**src/hw/fpu_err_pkg.sv**
```systemverilog
package fpu_err_pkg;
  // Image sizes in bytes
  localparam int unsigned LEGACY16_IMAGE_BYTES = 94;
  localparam int unsigned LEGACY32_IMAGE_BYTES = 108;
  localparam int unsigned EXT_IMAGE_BYTES = 512;
  localparam int unsigned EXT_ALIGN_BYTES = 16;
  localparam int unsigned EXT_ALIGN_BITS = 4;
  // Control register zero field position
  localparam int unsigned NATIVE_ERROR_MODE_BIT_POS = 5;
  // Interrupt vectors
  localparam logic [7:0] NUMERIC_ERROR_VECTOR = 8'h10;
  localparam logic [7:0] DEVICE_UNAVAILABLE_VECTOR = 8'h07;
  localparam logic [7:0] GENERAL_PROTECTION_VECTOR = 8'h0D;
  // Status and control word fields
  localparam int unsigned EXC_FLAG_BITS = 6;
  localparam logic [15:0] CONTROL_WORD_INIT = 16'h037F;
  localparam logic [15:0] STATUS_WORD_INIT = 16'h0000;
  localparam logic [15:0] TAG_WORD_INIT = 16'hFFFF;
  localparam logic [7:0] EXT_TAG_INIT = 8'h00;
  // Brief error pulse length on a no-wait save
  localparam int unsigned NOWAIT_PULSE_NS = 50;
  localparam int unsigned CLOCK_PERIOD_NS = 25;
  localparam int unsigned NOWAIT_PULSE_CYCLES = (NOWAIT_PULSE_NS + CLOCK_PERIOD_NS - 1) / CLOCK_PERIOD_NS;
  localparam int unsigned BYTE_COUNT_BITS = 10;

  typedef enum logic [2:0] {
    OP_NONE,
    OP_WAITING,
    OP_NOWAIT,
    OP_WAITING_SAVE,
    OP_NOWAIT_SAVE,
    OP_LEGACY_RESTORE,
    OP_EXT_SAVE,
    OP_EXT_RESTORE
  } op_kind_t;

  typedef struct packed {
    logic valid;
    op_kind_t kind;
    logic mode32;
    logic [31:0] address;
  } issue_t;

  typedef struct packed {
    logic [15:0] control_word;
    logic [15:0] status_word;
    logic [15:0] tag_word;
  } fpu_state_t;

  typedef struct packed {
    logic valid;
    logic [7:0] vector;
  } trap_t;

  typedef struct packed {
    logic valid;
    logic ext_layout;
    logic [BYTE_COUNT_BITS-1:0] byte_count;
    logic [31:0] address;
  } xfer_t;
endpackage

```
**src/hw/save_sizer.sv**
```systemverilog
`timescale 1ns/1ps
`default_nettype none
module save_sizer (
  input wire logic clock,
  input wire logic reset,
  input wire fpu_err_pkg::issue_t issue,
  output fpu_err_pkg::xfer_t xfer,
  output logic misaligned
);
  import fpu_err_pkg::*;

  logic is_ext;
  logic is_legacy;
  logic [BYTE_COUNT_BITS-1:0] count;

  always_comb begin
    is_ext = issue.kind == OP_EXT_SAVE || issue.kind == OP_EXT_RESTORE;
    is_legacy = issue.kind == OP_WAITING_SAVE || issue.kind == OP_NOWAIT_SAVE || issue.kind == OP_LEGACY_RESTORE;
    if (is_ext) begin
      count = BYTE_COUNT_BITS'(EXT_IMAGE_BYTES);
    end else if (issue.mode32) begin
      count = BYTE_COUNT_BITS'(LEGACY32_IMAGE_BYTES);
    end else begin
      count = BYTE_COUNT_BITS'(LEGACY16_IMAGE_BYTES);
    end
  end

  always_ff @(posedge clock) begin
    if (reset) begin
      xfer <= '0;
      misaligned <= 1'b0;
    end else begin
      misaligned <= issue.valid && is_ext && (issue.address[EXT_ALIGN_BITS-1:0] != '0);
      xfer.valid <= issue.valid && (is_legacy || (is_ext && issue.address[EXT_ALIGN_BITS-1:0] == '0));
      xfer.ext_layout <= is_ext;
      xfer.byte_count <= count;
      xfer.address <= issue.address;
    end
  end
endmodule
`default_nettype wire

```
**src/hw/pulse_stretch.sv**
```systemverilog
`timescale 1ns/1ps
`default_nettype none
module pulse_stretch #(
  parameter int unsigned CYCLES = 2
) (
  input wire logic clock,
  input wire logic reset,
  input wire logic start,
  output logic active
);
  logic [7:0] count_reg;

  always_ff @(posedge clock) begin
    if (reset) begin
      count_reg <= 8'h00;
    end else if (start) begin
      count_reg <= 8'(CYCLES);
    end else if (count_reg != 8'h00) begin
      count_reg <= count_reg - 8'h01;
    end
  end

  always_ff @(posedge clock) begin
    if (reset) begin
      active <= 1'b0;
    end else begin
      active <= start || count_reg > 8'h01;
    end
  end
endmodule
`default_nettype wire

```
**src/hw/fpu_error_signalling.sv**
```systemverilog
// Functional notes
// - Legacy image 94 or 108 bytes
// - Extended image is 512 bytes
// - Extended image needs 16-byte alignment
// - Extended image uses its own layout
// - Legacy saves reinitialise the unit
// - Extended save leaves state unchanged
// - Record exception, then assert error output
// - Error sampled before waiting op, vector 16
// - No-wait ops run, exception stays pending except after a no-wait save
// - Native bit set selects internal reporting
// - Native mode latches and raises vector 16
// - Error output asserted in both modes
// - No-wait save pulses error when pending
// - No-wait ops trap in native only when unavailable
// - Native delivery has no external delay
// - Multiprocessor reporting only in native mode
// - Unavailable fault wins over numeric exception
`timescale 1ns/1ps
`default_nettype none
module fpu_error_signalling (
  input wire logic clock,
  input wire logic reset,
  input wire fpu_err_pkg::issue_t issue,
  input wire logic [fpu_err_pkg::EXC_FLAG_BITS-1:0] exc_raise,
  input wire logic [31:0] control_reg_zero,
  input wire logic device_unavailable,
  input wire logic multiprocessor,
  input wire logic legacy_error_sample,
  input wire fpu_err_pkg::fpu_state_t restore_state,
  output fpu_err_pkg::fpu_state_t fpu_state,
  output fpu_err_pkg::xfer_t xfer,
  output fpu_err_pkg::trap_t trap,
  output logic issue_accepted,
  output logic float_error_out_n,
  output logic legacy_float_irq_line,
  output logic [7:0] ext_tag_word
);
  import fpu_err_pkg::*;

  logic native_error_mode_bit;
  logic [EXC_FLAG_BITS-1:0] unmasked;
  logic pending;
  logic is_waiting;
  logic is_nowait;
  logic dna_hit;
  logic numeric_hit;
  logic nowait_save_go;
  logic pulse_active;
  logic misaligned;
  issue_t sizer_issue;
  logic [EXC_FLAG_BITS-1:0] flags_next;

  ////////////////////////////////////////////////////////////////
  // Mode and pending decode
  always_comb begin
    native_error_mode_bit = control_reg_zero[NATIVE_ERROR_MODE_BIT_POS] || multiprocessor;
    unmasked = fpu_state.status_word[EXC_FLAG_BITS-1:0] & ~fpu_state.control_word[EXC_FLAG_BITS-1:0];
    pending = unmasked != '0;
    is_waiting = issue.kind == OP_WAITING || issue.kind == OP_WAITING_SAVE
      || issue.kind == OP_LEGACY_RESTORE || issue.kind == OP_EXT_SAVE || issue.kind == OP_EXT_RESTORE;
    is_nowait = issue.kind == OP_NOWAIT || issue.kind == OP_NOWAIT_SAVE;
    dna_hit = issue.valid && (is_waiting || is_nowait) && device_unavailable;
    // Native traps internally; legacy only on the sampled external line
    numeric_hit = issue.valid && is_waiting && !device_unavailable
      && (native_error_mode_bit ? pending : legacy_error_sample);
    nowait_save_go = issue.valid && issue.kind == OP_NOWAIT_SAVE && !device_unavailable && pending;
    // Refused ops move no image
    sizer_issue = issue;
    sizer_issue.valid = issue.valid && !dna_hit && !numeric_hit;
    misaligned = issue.valid && (issue.kind == OP_EXT_SAVE || issue.kind == OP_EXT_RESTORE)
      && issue.address[EXT_ALIGN_BITS-1:0] != '0 && !dna_hit && !numeric_hit;
  end

  ////////////////////////////////////////////////////////////////
  // Trap delivery
  always_ff @(posedge clock) begin
    if (reset) begin
      trap <= '0;
      issue_accepted <= 1'b0;
    end else begin
      trap.valid <= dna_hit || numeric_hit || misaligned;
      if (dna_hit) begin
        trap.vector <= DEVICE_UNAVAILABLE_VECTOR;
      end else if (numeric_hit) begin
        trap.vector <= NUMERIC_ERROR_VECTOR;
      end else if (misaligned) begin
        trap.vector <= GENERAL_PROTECTION_VECTOR;
      end else begin
        trap.vector <= 8'h00;
      end
      issue_accepted <= issue.valid && !dna_hit && !numeric_hit;
    end
  end

  ////////////////////////////////////////////////////////////////
  // Unit state
  always_comb begin
    flags_next = fpu_state.status_word[EXC_FLAG_BITS-1:0] | exc_raise;
  end

  always_ff @(posedge clock) begin
    if (reset) begin
      fpu_state.control_word <= CONTROL_WORD_INIT;
      fpu_state.status_word <= STATUS_WORD_INIT;
      fpu_state.tag_word <= TAG_WORD_INIT;
    end else if (issue.valid && !dna_hit && !numeric_hit
        && (issue.kind == OP_WAITING_SAVE || issue.kind == OP_NOWAIT_SAVE)) begin
      fpu_state.control_word <= CONTROL_WORD_INIT;
      fpu_state.status_word <= STATUS_WORD_INIT;
      fpu_state.tag_word <= TAG_WORD_INIT;
    end else if (issue.valid && !dna_hit && !numeric_hit && !misaligned
        && (issue.kind == OP_LEGACY_RESTORE || issue.kind == OP_EXT_RESTORE)) begin
      fpu_state <= restore_state;
    end else begin
      // Extended save leaves the state alone
      fpu_state.status_word[EXC_FLAG_BITS-1:0] <= flags_next;
    end
  end

  ////////////////////////////////////////////////////////////////
  // Extended tag encoding, one bit per register
  genvar i;
  generate
    for (i = 0; i < 8; i++) begin : g_tag
      always_ff @(posedge clock) begin
        if (reset) begin
          ext_tag_word[i] <= EXT_TAG_INIT[i];
        end else begin
          ext_tag_word[i] <= fpu_state.tag_word[2*i+1 -: 2] != 2'b11;
        end
      end
    end
  endgenerate

  ////////////////////////////////////////////////////////////////
  // Image transfer sizing
  save_sizer u_sizer (
    .clock(clock),
    .reset(reset),
    .issue(sizer_issue),
    .xfer(xfer),
    .misaligned()
  );

  ////////////////////////////////////////////////////////////////
  // Error output
  pulse_stretch #(
    .CYCLES(NOWAIT_PULSE_CYCLES)
  ) u_pulse (
    .clock(clock),
    .reset(reset),
    .start(nowait_save_go),
    .active(pulse_active)
  );

  always_ff @(posedge clock) begin
    if (reset) begin
      float_error_out_n <= 1'b1;
      legacy_float_irq_line <= 1'b0;
    end else begin
      float_error_out_n <= !(pending || pulse_active);
      legacy_float_irq_line <= !native_error_mode_bit && (pending || pulse_active);
    end
  end
endmodule
`default_nettype wire

```
**config.mk**
```make
export PLATFORM = sky130hd
export DESIGN_NAME = fpu_error_signalling
export DESIGN_NICKNAME = d
export VERILOG_FILES = /design/src/hw/fpu_err_pkg.sv /design/src/hw/save_sizer.sv /design/src/hw/pulse_stretch.sv /design/src/hw/fpu_error_signalling.sv
export SDC_FILE = /design/constraint.sdc
export NUM_CORES = 1
export LEC_CHECK = 0
export BUFFER_PORTS_ARGS = -buffer_cell sky130_fd_sc_hd__buf_2
export CELL_PAD_IN_SITES_DETAIL_PLACEMENT = 0
export CELL_PAD_IN_SITES_GLOBAL_PLACEMENT = 2
export CORE_MARGIN = 1.5
export CORE_UTILIZATION = 25
export DETAILED_ROUTE_END_ITERATION = 10
export PLACE_DENSITY_LB_ADDON = 0.1
export SLEW_MARGIN = 20
export SYNTH_ARGS = -nofsm -noshare
export SYNTH_HDL_FRONTEND = slang
export SYNTH_SLANG_ARGS = --single-unit
```
**constraint.sdc**
```tcl
create_clock -name clock -period 4.2 [get_ports clock]
set_clock_uncertainty 0.2 [all_clocks]
set_input_delay 0.84 -clock clock [delete_from_list [all_inputs] [get_ports clock]]
set_output_delay 0.84 -clock clock [all_outputs]
set_load 0.02 [all_outputs]
```
# Word level (Yosys, flattened, before mapping)
# Cells that the tools add are included.
word_totals:
  n_memories: 0
  latch_bits: 0
  out_inout_bits: 112
  rom_bits: 0
  regBits: 121
  in_bits: 128
  wordCells: 108
  ram_bits: 0
classes:
  addsub: 1
  n_mul: 0
  bitwise: 3
  n_eq_ne: 15
  n_reduce_logical: 52
  shift: 0
  n_div: 0
  n_lt_le_gt_ge: 1
  muxes: 9
op_table:
  columns: ["operator", "n"]
  rows:
  - ["$logic_and A1 B1 Y1", 20]
  - ["$logic_or A1 B1 Y1", 16]
  - ["$ne A2 B2 Y1 const B", 8]
  - ["$eq A3 B3 Y1 const B", 4]
  - ["$mux W6", 2]
  - ["$mux W10", 1]
  - ["$gt A8 B1 Y1 const B", 1]
  - ["$reduce_bool A8 Y1", 1]
  - ["$reduce_or A2 Y1", 4]
  - ["$sub A8 B1 Y8 const B", 1]
  - ["$and A6 B6 Y6", 1]
  - ["$eq A3 B2 Y1 const B", 2]
  - ["$logic_not A1 Y1", 6]
  - ["$not A6 Y6", 1]
  - ["$or A6 B6 Y6", 1]
  - ["$reduce_bool A6 Y1", 1]
  - ["$mux W5", 1]
  - ["$logic_not A4 Y1", 1]
  - ["$mux W2", 2]
  - ["$mux W4", 1]
  - ["$reduce_bool A4 Y1", 1]
  - ["$eq A3 B1 Y1 const B", 1]
  - ["$mux W3", 1]
  - ["$reduce_or A3 Y1", 1]
  - ["other kinds (2)", 2]

# Longest topological paths before layout
depth:
  ltp_word: 15
  mapped_depth: 8
  ltp_nobuf: 6

# Modules after synthesis
# A second synthesis with hierarchy kept.
hier_totals:
  cells_unflattened: 435
  area_unflattened_um2: 4155.2
modules_own_cells:
  columns: ["mod", "cells_each", "seq_area_each_um2", "area_per_inst_um2", "instances"]
  rows:
  - ["fpu_error_signalling", 290, 1281.2, 2587.5, 1]
  - ["save_sizer", 91, 760.7, 1106.1, 1]
  - ["pulse_stretch", 54, 180.2, 461.7, 1]

# Worst setup path before layout
# OpenSTA, ideal clock, no wires.
synth_path:
  kind: "input -> register"
  startpoint: "input issue[1] (netlist bit)"
  endpoint: "register fpu_state[14] (netlist bit)"
  slack_ps: 1649
  path_buffers: 2
  required_time_ps: 3877
  cell_stages: 7
  t_arrival_ps: 2228
  setup_time_ps: 123
  path_cell_list: "nor4_1 > nor2_1 > or4b_4 > buf_6 > buf_4 > o21ai_0 > nand3_1"
synth_via:
  elab_chain_len: 7
synth_lines:
  columns: ["item", "line_no", "source"]
  rows:
  - ["start: declaration", "fpu_error_signalling.sv:24", "input wire fpu_err_pkg::issue_t issue,"]
  - ["$reduce_bool A4 Y1", null, null]
  - ["$logic_and A1 B1 Y1 (3 in series)", "fpu_error_signalling.sv:72", "&& issue.address[EXT_ALIGN_BITS-1:0] != '0 && !dna_hit && !numeric_hit;"]
  - ["$logic_not A1 Y1", "fpu_error_signalling.sv:112", "end else if (issue.valid && !dna_hit && !numeric_hit && !misaligned"]
  - ["$logic_and A1 B1 Y1", "fpu_error_signalling.sv:112", null]
  - ["$logic_and A1 B1 Y1", "fpu_error_signalling.sv:113", "&& (issue.kind == OP_LEGACY_RESTORE || issue.kind == OP_EXT_RESTORE)) begin"]
  - ["end signal: assignment", "fpu_error_signalling.sv:114", "fpu_state <= restore_state;"]
  - ["end: declaration", "fpu_error_signalling.sv:31", "output fpu_err_pkg::fpu_state_t fpu_state,"]
# No other way between the ends.
# A chain may end at the register's enable or synchronous reset.

# Worst setup path in the final report
layout_path:
  startpoint: "input issue[1] (netlist bit)"
  endpoint: "register fpu_state[19] (netlist bit)"
layout_via:
  elab_chain_len: 8
layout_lines:
  columns: ["item", "line_no"]
  rows:
  - ["$reduce_bool A4 Y1", null]
  - ["$logic_and A1 B1 Y1 (3 in series)", "fpu_error_signalling.sv:72"]
  - ["$logic_not A1 Y1", "fpu_error_signalling.sv:112"]
  - ["$logic_and A1 B1 Y1", "fpu_error_signalling.sv:112"]
  - ["$logic_and A1 B1 Y1", "fpu_error_signalling.sv:113"]
  - ["$mux W6", "fpu_error_signalling.sv:112"]
# No other way between the ends.

==> reports/metrics.cfg <==
[layout]
utilization_pct = 35.0
layout_top_registers = fpu_state: 48 flops, u_sizer.xfer: 37 flops
largest_register_ff_count = 48
registers.top_by_ff_count = fpu_state
drive_gt1_share_pct = 38.1
syn_to_layout_area_delta_pct = 35.5
final_layout_net_count = 728
insertedDiodeCount = 0

[critical_path]
timing.critical_path.from_type = primary input
crit_slowest_cell = buf_4
critical_path.endpoint_type = flip-flop
criticalPathCategory = primary input to flip-flop
crit_cells = 7
series_of_cell_instances_along_the_critical_path = buf_2, nor4_1, nor2_1, nor4b_4, buf_4, nand2_1, a211oi_1
crit_path_max_incr_delay_ps = 490
timing.critical_path.max_delay_family = simple AND/OR/NAND/NOR gates
r2r_end = fpu_state[19]
timing.critical_path.fanout_max = 43
worst_setup_path_endpoint = fpu_state[19]
critPathArrivalTime_ps = 2840
ff2ff_setup_slack_ps = 1460
reg2reg_from = fpu_state[16]
worst_path_bufs_invs = 2
crit_start = issue[1]
r2r_cells = 5
worst_path_required_ps = 4260

[drt]
route.antenna.remaining_nets = 0
violation_count_after_the_first_detailed_routing_iteration = 127
vias_per_cell = 4.43
post-route-drc-count = 0
wl_um = 12200
wl_per_cell_um = 15.0
routed-via-count = 3607
drtPass1Iterations = 4

[sta]
slew_viols_final = 0
worst_slew_pin_slew_ps = 1020
setup_viol = 0
achievable-frequency_mhz = 359
max_slew_margin_pct = 32.1
final_min_period_ps = 2780
fin_tns_setup_ps = 0
period_share_pct = 66.3
rsz0062_at_grt = false
hold_viol_final = 0

[yosys]
yosysSeqAreaShare_pct = 55.6
ys_async_sr_fraction_pct = 0
main_combinational_cell_family_by_area_after_synthesis = simple AND/OR/NAND/NOR gates
synth.mux.area_fraction_pct = 0
postSynthCellCount = 418
edff_count_synth = 0
synth_seq_cells = 110
post_synth_num_cell_types = 41
yosys.area_share.simple_pct = 21.2
synth_fa_ha_area_share_pct = 0.632
ys_warn_count = 0
post_synth_instance_area_mm2 = 0.00396
synthXorXnorAreaFrac_pct = 1.33
ys_dominant_reg_cell = dfxtp_1
syn_avg_cell_area_um2 = 9.47
synth-compound-area-share_pct = 14.3

[global_routing]
grt_pass1_wl_um = 18600
grt.total_usage_pct = 14.8
grtUsageMet2_pct = 24.0
grt_start_max_net_pins = 55
grt_remaining_overflow = 0
grt.met3_usage_pct = 6.15
first_global_vias = 3507
gr-max-usage-layer = met2
antenna_violations_before_repair = 0
gr-usage-met1_pct = 17.4

[clock_tree]
cts_tree = done
clkTransAtPathRegs_ps = 70
clock_tree.buffer_depth = 2
postCtsSetupRepairBufs = 0
cts_hold_buf = 0
cts_repair_resize_count = 0
cts_buffers = 9
clockRootBuffer = clkbuf_16
clock-sinks = 110
insertion_delay_ps = 350
h_tree_depth = 3

[hold_path]
worst_min_delay_path_category = flip-flop to flip-flop

[die]
fp.dieW_um = 129
io_pins = 240
floorplan.initialDensity_pct = 25.8
core_mm2 = 0.0153
design.die.area_mm2 = 0.0166
fp.dieH_um = 129
rows = 45

[placement]
io_buffers = 202
gp_congestion = 0.722
place_hpwl_um = 8140

[outcome]
run_status = finished, final reports clean

[job]
max_cap_violations = 0

[power_and_ir_drop]
ir_worst_vdd_mv = 0.203
power.density_mw_per_mm2 = 464
p_total_w = 0.00249
leakage_nw = 2.39

==> stage by stage <==
| stage | area (um2) | cells | hold WS [ps] | worst slack (ps) |
|---|---|---|---|---|
| global placement | 5050 | 798 | 232 | 1070 |
| floorplan | 3980 | 423 | 214 | 1650 |
| CTS | 5360 | 814 | 244 | 1400 |
| detailed placement | 5050 | 798 | 239 | 1030 |
| global route | 5360 | 814 | 267 | 1270 |
| finish | 5360 | 814 | 240 | 1420 |
==> worst reg2reg max path, cell delays in order (launching register included) <==
cell and delay [ps]:
dfxtp_1 330, nor2b_1 160, a2111oi_4 610, a31o_4 690
a41o_4 520, a211oi_1 100
==> kinds of logic after synthesis <==
family                     after synthesis
other                                    1
buffers and inverters                   48
DFF                                    110
xor gates and xnor gates                 6
and+or+nand+nor                        158
adders and majority gates                2
AOI/OAI and AO/OA                       93
==> worst min path at each step <==
stage,from,to,slack [ps],cells past startpoint
floorplan,u_pulse.active,float_error_out_n,210,1
global placement,u_pulse.active,float_error_out_n,230,1
detailed placement,fpu_state[14],ext_tag_word[7],240,1
CTS,fpu_state[14],ext_tag_word[7],240,1
global route,fpu_state[14],ext_tag_word[7],270,1
finish,fpu_state[14],ext_tag_word[7],240,1
==> cell type report <==
type,count,area [um2]
Clock buffer,10,239
Clock inverter,6,68.8
Fill cell,1665,9950
Inverter,7,26.3
Multi-Input combinational cell,265,1530
Sequential cell,110,2200
Tap cell,211,264
Timing Repair Buffer,205,1030
==> synthesized netlist by cell type, types with 6 or more instances <==
library cell	n	area share, %
buf_2	6	0.76
a211oi_1	6	1.1
dfxtp_1	110	56
inv_1	7	0.66
nand2_1	9	0.85
nor2_1	19	1.8
nor2b_1	36	5.7
nor3_1	9	1.1
nand3_1	70	8.9
clkbuf_1	15	1.4
a21oi_1	30	3.8
buf_4	15	2.8
o21ai_0	39	4.9
==> layout by cell type (no fill, tap or decap), drive strengths merged, types with 3 or more instances in the layout <==
cell and n:
a211oi 6, a21oi 30, buf 205, clkbuf 10
clkinv 3, conb 6, dfxtp 110, inv 8
nand2 9, nand3 70, nor2 19, nor2b 36
nor3 9, nor4 4, o21ai 44, xnor2 5
==> power breakdown <==
group	total (W)	internal [W]	switching, W
Sequential	0.00117	0.00112	0.0000467
Clock	0.000885	0.000482	0.000403
Combinational	0.000435	0.000180	0.000254
==> per-layer routing <==
metal / vias to the layer above / wire [um]
li1: 1780 / -
met1: 1699 / 5140
met2: 116 / 5970
met3: 12 / 898
met4: 0 / 225
met5: - / 0
(Power assumes the default switching activity.)
